===== src/shared/fpiog_defs.vh =====
// Constants for the floppy and printer I/O glue block
`ifndef FPIOG_DEFS_VH
`define FPIOG_DEFS_VH

// ----------------------------------------------------------------
// Port indexes (byte address on the bus is four times the index)
// ----------------------------------------------------------------
`define FPIOG_PORT_PRT_STATUS 10'h371
`define FPIOG_PORT_PRT_CTRL   10'h372
`define FPIOG_PORT_DRV_CTRL   10'h3f2
`define FPIOG_PORT_FDC_MAIN   10'h3f4
`define FPIOG_PORT_FDC_DATA   10'h3f5
`define FPIOG_PORT_RATE       10'h3f7
`define FPIOG_SER_BASE        10'h3f8
`define FPIOG_SER_MASK        10'h3f8

// ----------------------------------------------------------------
// Field positions
// ----------------------------------------------------------------
`define FPIOG_DRV_RESET_BIT   2
`define FPIOG_DRV_MOTOR_A_BIT 4
`define FPIOG_DRV_MOTOR_B_BIT 5
`define FPIOG_PRT_INTEN_BIT   4
`define FPIOG_STS_BUSY_BIT    7
`define FPIOG_STS_STROBE_BIT  0
`define FPIOG_RATE_SEL_LSB    0

// ----------------------------------------------------------------
// Rate codes and reset values
// ----------------------------------------------------------------
`define FPIOG_RATE_500        2'h0
`define FPIOG_RATE_300        2'h1
`define FPIOG_RATE_250        2'h2
`define FPIOG_DRV_CTRL_RST    8'h00
`define FPIOG_PRT_CTRL_RST    8'h00
`define FPIOG_RATE_RST        2'h0

// ----------------------------------------------------------------
// Timing
// ----------------------------------------------------------------
`define FPIOG_CLK_PERIOD_NS   10
`define FPIOG_PRECOMP_MIN_NS  225
`define FPIOG_PRECOMP_MAX_NS  250
`define FPIOG_PRECOMP_CYC     (((`FPIOG_PRECOMP_MIN_NS + `FPIOG_PRECOMP_MAX_NS) / 2) / `FPIOG_CLK_PERIOD_NS)
`define FPIOG_PRECOMP_LEN     (2 * `FPIOG_PRECOMP_CYC)

`endif


===== src/rtl/fpiog_top.v =====
// Floppy and printer I/O glue: DMA routing, clocks, port decode, precompensation
//
// Design decisions made here: the placing of the registers and the Avalon-MM interface to the registers.
`timescale 1ns/1ps
`default_nettype none
`include "fpiog_defs.vh"

// How it works
// - Terminal count to controller follows DMA count
// - Controller DMA request forwarded as channel-2 request
// - Active-low acknowledge presented to the controller
// - Precompensation acts only with its enable input high
// - Controller interrupt becomes interrupt request six
// - DMA-active input suppresses all port decoding
// - Switch low printer port, high floppy port
// - Two base clocks, 16 and 19.2 MHz
// - Controller clock frequency follows the selected rate
// - Separator clock 8, 9.6 or 8 MHz
// - Write clock derived from controller clock by eight
// - Controller select low on ports 3F4H, 3F5H
// - Controller reset from bit D2 at 3F2H
// - Disk-change strobe low on read of 3F7H
// - Write data shifted per two precompensation inputs
// - Separator read follows sync control level
// - Printer interrupt enable written at port 372H
// - Serial select low for ports 3F8H-3FFH
// - Two motor outputs written at port 3F2H
// - Rate output high for 300 kbps, from 3F7H
// - Printer busy, strobe at 371H; select at 3F7H
// - External mode remaps busy, select, autofeed lines
module fpiog_top (
  // Clock and reset
  input  wire        sys_clk,
  input  wire        sys_rst,
  // Avalon-MM slave
  input  wire [11:0] avs_address,
  input  wire        avs_read,
  input  wire        avs_write,
  input  wire [31:0] avs_writedata,
  input  wire [3:0]  avs_byteenable,
  output reg  [31:0] avs_readdata,
  output reg         avs_waitrequest,
  // DMA and interrupt path
  input  wire        dma_terminal_count_in,
  output reg         fdc_terminal_count_out,
  input  wire        fdc_dma_request_in,
  output reg         dma_request_ch2_out,
  input  wire        dma_ack_ch2_n,
  output reg         fdc_dma_ack_n,
  input  wire        controller_interrupt_in,
  output reg         irq6_out,
  input  wire        dma_active_decode_inhibit,
  // Base clocks, sampled as ordinary inputs
  input  wire        base_clock_a,
  input  wire        base_clock_b,
  output reg         controller_clock_out,
  output reg         separator_clock_out,
  output reg         write_clock_out,
  // Port selects and strobes
  output reg         controller_select_n,
  output reg         primary_serial_select_n,
  output reg         disk_change_read_n,
  // Drive control
  output reg         controller_reset_out,
  output reg         motor_on_first,
  output reg         motor_on_second,
  output reg         rate_select_out,
  output reg         printer_int_enable_n,
  // Write path and separator
  input  wire        precomp_enable_in,
  input  wire        precomp_ctl_lo,
  input  wire        precomp_ctl_hi,
  input  wire        controller_write_data_in,
  input  wire        controller_write_enable_in,
  output reg         write_data_out,
  input  wire        sync_ctl_in,
  output reg         separator_read_enable,
  // Shared connector
  input  wire        external_drive_switch,
  input  wire        printer_busy_level,
  input  wire        printer_strobe_level,
  input  wire        printer_select_n_level,
  input  wire        printer_autofeed_level,
  output reg         ext_motor_on,
  output reg         ext_write_gate,
  output reg         ext_low_density
);

  // ----------------------------------------------------------------
  // Functions
  // ----------------------------------------------------------------

  // Exact match of a port index
  function port_hit;
    input [9:0] idx;
    input [9:0] port;
    begin
      port_hit = (idx == port);
    end
  endfunction

  // ----------------------------------------------------------------
  // Bus state machine
  // ----------------------------------------------------------------

  localparam [1:0] ST_IDLE = 2'b01;  // Waiting for a request
  localparam [1:0] ST_DONE = 2'b10;  // Answer cycle, waitrequest low

  reg  [1:0] st_reg;                 // One-hot bus state
  reg  [1:0] st_next;                // Next bus state
  reg  [7:0] drv_ctrl_reg;           // Drive control port contents
  reg  [7:0] prt_ctrl_reg;           // Printer control port contents
  reg  [1:0] rate_reg;               // Selected transfer rate code
  wire [9:0] idx;                    // Port index from byte address
  wire       req;                    // Live request
  wire       dec_ok;                 // Decoding allowed
  wire       ser_hit;                // Serial range hit
  wire       fdc_hit;                // Controller ports hit

  assign idx     = avs_address[11:2];
  assign req     = avs_read | avs_write;
  assign dec_ok  = req & ~dma_active_decode_inhibit;
  assign ser_hit = ((idx & `FPIOG_SER_MASK) == `FPIOG_SER_BASE);
  assign fdc_hit = port_hit(idx, `FPIOG_PORT_FDC_MAIN) | port_hit(idx, `FPIOG_PORT_FDC_DATA);

  // Next state: one wait cycle, then one answer cycle
  always @* begin
    case (st_reg)
      ST_IDLE: begin
        st_next = req ? ST_DONE : ST_IDLE;
      end
      ST_DONE: begin
        st_next = ST_IDLE;
      end
      default: begin
        st_next = ST_IDLE;
      end
    endcase
  end

  // Read data mux; unmapped or inhibited reads give zero
  reg [7:0] rd_byte;
  always @* begin
    rd_byte = 8'h00;
    if (dec_ok) begin
      if (port_hit(idx, `FPIOG_PORT_PRT_STATUS)) begin
        rd_byte[`FPIOG_STS_BUSY_BIT]   = printer_busy_level;
        rd_byte[`FPIOG_STS_STROBE_BIT] = printer_strobe_level;
      end else if (port_hit(idx, `FPIOG_PORT_PRT_CTRL)) begin
        rd_byte = prt_ctrl_reg;
      end else if (port_hit(idx, `FPIOG_PORT_DRV_CTRL)) begin
        rd_byte = drv_ctrl_reg;
      end else if (port_hit(idx, `FPIOG_PORT_RATE)) begin
        rd_byte[0] = printer_select_n_level;
      end
    end
  end

  // Bus handshake and register writes
  // Writes land at the edge that raises the answer; the master sees it one edge later
  always @(posedge sys_clk or posedge sys_rst) begin
    if (sys_rst) begin
      st_reg          <= ST_IDLE;
      avs_waitrequest <= 1'b1;
      avs_readdata    <= 32'h0000_0000;
      drv_ctrl_reg    <= `FPIOG_DRV_CTRL_RST;
      prt_ctrl_reg    <= `FPIOG_PRT_CTRL_RST;
      rate_reg        <= `FPIOG_RATE_RST;
    end else begin
      st_reg          <= st_next;
      avs_waitrequest <= ~(st_reg[0] & req);
      if (st_reg[0] & req) begin
        avs_readdata <= avs_read ? {24'h00_0000, rd_byte} : 32'h0000_0000;
        // Only byte lane 0 carries port data
        if (avs_write & avs_byteenable[0] & dec_ok) begin
          if (port_hit(idx, `FPIOG_PORT_DRV_CTRL)) begin
            drv_ctrl_reg <= avs_writedata[7:0];
          end
          if (port_hit(idx, `FPIOG_PORT_PRT_CTRL)) begin
            prt_ctrl_reg <= avs_writedata[7:0];
          end
          if (port_hit(idx, `FPIOG_PORT_RATE)) begin
            rate_reg <= avs_writedata[`FPIOG_RATE_SEL_LSB+1:`FPIOG_RATE_SEL_LSB];
          end
        end
      end
    end
  end

  // ----------------------------------------------------------------
  // Port selects and control outputs
  // ----------------------------------------------------------------

  // Selects stand low for the answer cycle only of a decoded access
  always @(posedge sys_clk or posedge sys_rst) begin
    if (sys_rst) begin
      controller_select_n     <= 1'b1;
      primary_serial_select_n <= 1'b1;
      disk_change_read_n      <= 1'b1;
      controller_reset_out    <= 1'b0;
      motor_on_first          <= 1'b0;
      motor_on_second         <= 1'b0;
      rate_select_out         <= 1'b0;
      printer_int_enable_n    <= 1'b1;
    end else begin
      controller_select_n     <= ~(dec_ok & fdc_hit & ~st_reg[1]);
      primary_serial_select_n <= ~(dec_ok & ser_hit & ~st_reg[1]);
      disk_change_read_n      <= ~(dec_ok & avs_read & ~st_reg[1]
                                   & port_hit(idx, `FPIOG_PORT_RATE));
      controller_reset_out    <= drv_ctrl_reg[`FPIOG_DRV_RESET_BIT];
      motor_on_first          <= drv_ctrl_reg[`FPIOG_DRV_MOTOR_A_BIT];
      motor_on_second         <= drv_ctrl_reg[`FPIOG_DRV_MOTOR_B_BIT];
      rate_select_out         <= (rate_reg == `FPIOG_RATE_300);
      printer_int_enable_n    <= ~prt_ctrl_reg[`FPIOG_PRT_INTEN_BIT];
    end
  end

  // ----------------------------------------------------------------
  // DMA and interrupt routing
  // ----------------------------------------------------------------

  // One register stage each, so every output is a flop
  always @(posedge sys_clk or posedge sys_rst) begin
    if (sys_rst) begin
      fdc_terminal_count_out <= 1'b0;
      dma_request_ch2_out    <= 1'b0;
      fdc_dma_ack_n          <= 1'b1;
      irq6_out               <= 1'b0;
    end else begin
      fdc_terminal_count_out <= dma_terminal_count_in;
      dma_request_ch2_out    <= fdc_dma_request_in;
      fdc_dma_ack_n          <= dma_ack_ch2_n;
      irq6_out               <= controller_interrupt_in;
    end
  end

  // ----------------------------------------------------------------
  // Clock dividers
  // ----------------------------------------------------------------

  reg       clk_a_q;                 // Sampled 16 MHz base
  reg       clk_b_q;                 // Sampled 19.2 MHz base
  reg [1:0] div_a_reg;               // Divider on 16 MHz edges
  reg [1:0] div_b_reg;               // Divider on 19.2 MHz edges
  reg [2:0] wdiv_reg;                // Write clock divider
  reg       ctl_clk_next;            // Selected controller clock
  reg       sep_clk_next;            // Selected separator clock

  // Base edges are the live input high against its sampled copy low; jitter is one sys_clk
  // two base clocks
  always @(posedge sys_clk or posedge sys_rst) begin
    if (sys_rst) begin
      clk_a_q   <= 1'b0;
      clk_b_q   <= 1'b0;
      div_a_reg <= 2'h0;
      div_b_reg <= 2'h0;
    end else begin
      clk_a_q <= base_clock_a;
      clk_b_q <= base_clock_b;
      if (base_clock_a & ~clk_a_q) begin
        div_a_reg <= div_a_reg + 2'h1;
      end
      if (base_clock_b & ~clk_b_q) begin
        div_b_reg <= div_b_reg + 2'h1;
      end
    end
  end

  // Rate-dependent selection of the divided clocks
  always @* begin
    case (rate_reg)
      // 300 kbps: 4.8 and 9.6 MHz
      `FPIOG_RATE_300: begin
        ctl_clk_next = div_b_reg[1];
        sep_clk_next = div_b_reg[0];
      end
      // 250 kbps: 8 and 8 MHz
      `FPIOG_RATE_250: begin
        ctl_clk_next = div_a_reg[0];
        sep_clk_next = div_a_reg[0];
      end
      // 500 kbps and the spare code: 4 and 8 MHz
      default: begin
        ctl_clk_next = div_a_reg[1];
        sep_clk_next = div_a_reg[0];
      end
    endcase
  end

  // Clock outputs and write clock
  always @(posedge sys_clk or posedge sys_rst) begin
    if (sys_rst) begin
      controller_clock_out <= 1'b0;
      separator_clock_out  <= 1'b0;
      write_clock_out      <= 1'b0;
      wdiv_reg             <= 3'h0;
    end else begin
      controller_clock_out <= ctl_clk_next;
      separator_clock_out  <= sep_clk_next;
      if (ctl_clk_next & ~controller_clock_out) begin
        wdiv_reg <= wdiv_reg + 3'h1;
      end
      write_clock_out <= wdiv_reg[2];
    end
  end

  // ----------------------------------------------------------------
  // Write precompensation and separator
  // ----------------------------------------------------------------

  reg [`FPIOG_PRECOMP_LEN-1:0] wd_line_reg;  // Write data delay line
  reg                          wd_tap;       // Selected tap

  // Nominal timing is the middle tap, so an advance is the direct input
  // tap by precomp inputs
  always @* begin
    wd_tap = wd_line_reg[`FPIOG_PRECOMP_CYC-1];
    if (precomp_enable_in) begin
      if (~precomp_ctl_lo & precomp_ctl_hi) begin
        wd_tap = wd_line_reg[`FPIOG_PRECOMP_LEN-1];
      end else if (precomp_ctl_lo & ~precomp_ctl_hi) begin
        wd_tap = controller_write_data_in;
      end
    end
  end

  // Delay line, write data and separator control
  always @(posedge sys_clk or posedge sys_rst) begin
    if (sys_rst) begin
      wd_line_reg           <= {`FPIOG_PRECOMP_LEN{1'b0}};
      write_data_out        <= 1'b0;
      separator_read_enable <= 1'b0;
    end else begin
      wd_line_reg    <= {wd_line_reg[`FPIOG_PRECOMP_LEN-2:0], controller_write_data_in};
      write_data_out <= wd_tap & controller_write_enable_in;
      separator_read_enable <= sync_ctl_in;
    end
  end

  // ----------------------------------------------------------------
  // Shared connector
  // ----------------------------------------------------------------

  // Printer lines take drive meaning only with the switch high
  always @(posedge sys_clk or posedge sys_rst) begin
    if (sys_rst) begin
      ext_motor_on    <= 1'b0;
      ext_write_gate  <= 1'b0;
      ext_low_density <= 1'b0;
    end else begin
      ext_motor_on    <= external_drive_switch & printer_busy_level;
      ext_write_gate  <= external_drive_switch & printer_select_n_level;
      ext_low_density <= external_drive_switch & printer_autofeed_level;
    end
  end

endmodule
`default_nettype wire


===== config.mk =====
export PLATFORM = sky130hd
export DESIGN_NAME = fpiog_top
export DESIGN_NICKNAME = d
export VERILOG_FILES = /design/src/rtl/fpiog_top.v
export VERILOG_INCLUDE_DIRS = /design/src /design/src/shared
export SDC_FILE = /design/constraint.sdc
export NUM_CORES = 1
export LEC_CHECK = 0
export ABC_CLOCK_PERIOD_IN_PS = 4000
export CAP_MARGIN = 25
export CORE_ASPECT_RATIO = 1.75
export CORE_UTILIZATION = 40
export CTS_CLUSTER_DIAMETER = 30
export DETAILED_ROUTE_END_ITERATION = 8
export DONT_BUFFER_PORTS = 1
export GPL_ROUTABILITY_DRIVEN = 0
export GPL_TIMING_DRIVEN = 0
export PLACE_DENSITY_LB_ADDON = 0.2
export SLEW_MARGIN = 20
export SYNTH_ARGS = -nofsm -noshare
export SYNTH_HDL_FRONTEND = slang
export SYNTH_SLANG_ARGS = --single-unit

===== constraint.sdc =====
create_clock -name sys_clk -period 4 [get_ports sys_clk]
set_input_delay 0.6 -clock sys_clk [delete_from_list [all_inputs] [get_ports sys_clk]]
set_output_delay 0.6 -clock sys_clk [all_outputs]
set_load 0.03 [all_outputs]

==> run metrics <==
largest family of logic cells by synthesized area simple AND/OR/NAND/NOR gates; FF+latch count, synth between 100 and 150; Avg Inst Size Synth 15.5 um2; Avg WL per Cell approximately 15 um; grt total ovfl 0; post-route ant nets 0; Max clock buf depth 2; largest net degree at the start of global routing slightly above 60; total CTS buffers 9; Gate Count Post-Synth 235; commonest non-fill, non-tap cell in the layout dfrtp_1; most frequent cells in the layout dfrtp_1 (97), buf_4 (24), conb_1 (24); Post-synth EDFFs 0; synth unique cells 41; antenna violations before repair 0; RSZ-0062 raised after global routing false; DR vias roughly 1800; Clock Skew between 6 and 7 ps; Placed Area between 3000 and 4000 um2; Slew headroom between 40% and 50%; vias in the first global route 1812; count of final hold-check violations 0; 1st-pass router iterations 4; Worst-Skew Late Latency ~340 ps; Chip Height between 100 and 150 um; Die ar. 9490 um2; HP Class in2async; Total Wirelength about 5700 um; Resized Gates After CTS 0; Synth Area in Adders 1.03%; power per cell area approximately 560 nW/um2; top_reg_cell synth dfrtp_1; Max Cap Viol 0; post-route clock period utilization roughly 54%; min Tclk post-route 2170 ps; Core ar. 8730 um2; Worst Tran Pin Value 758 ps; fin area 4220 um2; post-synthesis simple-gate area fraction between 7 and 8%; CP Capture Type flop; Pins Over Slew Limit 0; status completed; Leak Pwr around 2 nW; total power about 2.3 mW; kind of start point of the critical path flop; sequential area share after synthesis a little under three quarters; post-synthesis mux area share ~7%; Initial Util a little over two fifths; first-pass GRT wire length between 9000 and 10000 um; crit-path max FO 8; XOR/XNOR Fraction of Synth Area 1.44%; all-layer global routing usage a little over an eighth; Port Buffers 0; Sink Count about 100; post-synthesis cell area between 3000 and 4000 um2; DRT iter0 DRCs 80; Remaining DRCs 0; Peak Freq 462 MHz; ant diodes 0; die width roughly 74 um; share of cells above drive strength 1 27.3%; DR vias/cell approximately 4.5; asr flop ratio synth 100%; site row count 45; WP data required around 4200 ps; worst setup path class reg2reg; Final Setup Violations 0; Reg clk slew, reported paths ~70 ps; Worst Path Arrival between 2000 and 2500 ps; CTS tree built; # IOs approximately 120; post-synthesis compound-gate area fraction about 4.5%; CTS Hold Buffers Added 0; area grow syn2layout 16.0%; Ys Warns 0; Clock Tree Root clkbuf_16; DP HPWL 3900 um; max reg flops 46; peak supply drop 0.272 mV; layout net count 343; H-tree Lvls 3; Post CTS Setup Buffer Count 0; cells on worst reg2reg path 4
[where the power goes]
group / leakage (nW) / internal [mW] / switching [mW] / total, mW
clock network: 0.156 / 0.503 / 0.407 / 0.909
logic: 0.554 / 0.0759 / 0.101 / 0.177
registers: 1.28 / 1.16 / 0.108 / 1.26
[critical path, cell delays in order, from the launching register on]
cell and delay [ps]:
dfstp_2 540, nand4b_1 130, or4b_1 560, nor2_2 430, mux2_2 390
[cell families (layout without fill, tap and decap cells)]
logic type / after synthesis / count (layout)
compound gates: 22 / 22
other cells: 1 / 24
xor+xnor: 6 / 6
flops: 104 / 104
mux: 20 / 20
fa+ha+maj: 3 / 3
simple gates: 46 / 46
buf+inv: 33 / 50
[metal layers]
metal	vias up	GRT usage, %	wire length [um]
li1	825	-	-
met1	876	16.7	2360
met2	69	20.1	2790
met3	11	5.03	420
met4	0	8.03	140
met5	-	0	0
[metrics by stage]
stage          hold slack, ps  util, %  cells  TNS [ps]  setup WS (ps)
3_5_place_dp              335     44.7    376         0           1680
2_1_floorplan             331        -    258         0            679
4_1_cts                   137     48.4    392         0           1810
5_1_grt                   154     48.4    392         0           1720
6_report                  124     48.4    392         0           1830
3_3_place_gp              337     44.3    375    -24630           -257
[area by class of cell]
class | instances | area [um2]
buffer | 25 | 191
clock buffer | 9 | 225
clock inverter | 7 | 92.6
fill | 774 | 4510
inverter | 8 | 35.0
multi-input combinational | 121 | 891
sequential | 104 | 2610
tap | 117 | 146
timing repair buffer | 1 | 27.5
[Yosys cell counts, types with 2 or more instances]
library cell / n / area, um2
a221o_1: 6 / 60.1
or3_1: 3 / 18.8
buf_4: 24 / 180
and2_1: 9 / 56.3
dfrtp_1: 97 / 2430
a21oi_1: 3 / 15.0
mux2_4: 8 / 120
a211oi_1: 2 / 15.0
nand3b_1: 4 / 30.0
mux2_2: 12 / 135
dfstp_2: 7 / 184
nand2b_1: 3 / 18.8
nor2_1: 5 / 18.8
a31oi_1: 2 / 12.5
nand2_1: 5 / 18.8
nor2b_1: 2 / 12.5
inv_1: 8 / 30.0
a22oi_1: 3 / 22.5
xnor2_1: 5 / 43.8
ha_1: 3 / 37.5
o21ai_0: 2 / 10.0
nand3_1: 3 / 15.0
[final timing paths]
path / slack (ps) / from / endpoint
max in group asynchronous: 3230 / sys_rst / printer_int_enable_n
setup / recovery: 1830 / st_reg[0] / drv_ctrl_reg[2]
hold / removal: 120 / sys_rst / avs_readdata[3]
min in group sys_clk: 250 / dma_ack_ch2_n / fdc_dma_ack_n
hold reg to reg: 340 / wd_line_reg[24] / wd_line_reg[25]
setup reg to reg: 1830 / st_reg[0] / drv_ctrl_reg[2]
(Power assumes the default switching activity.)
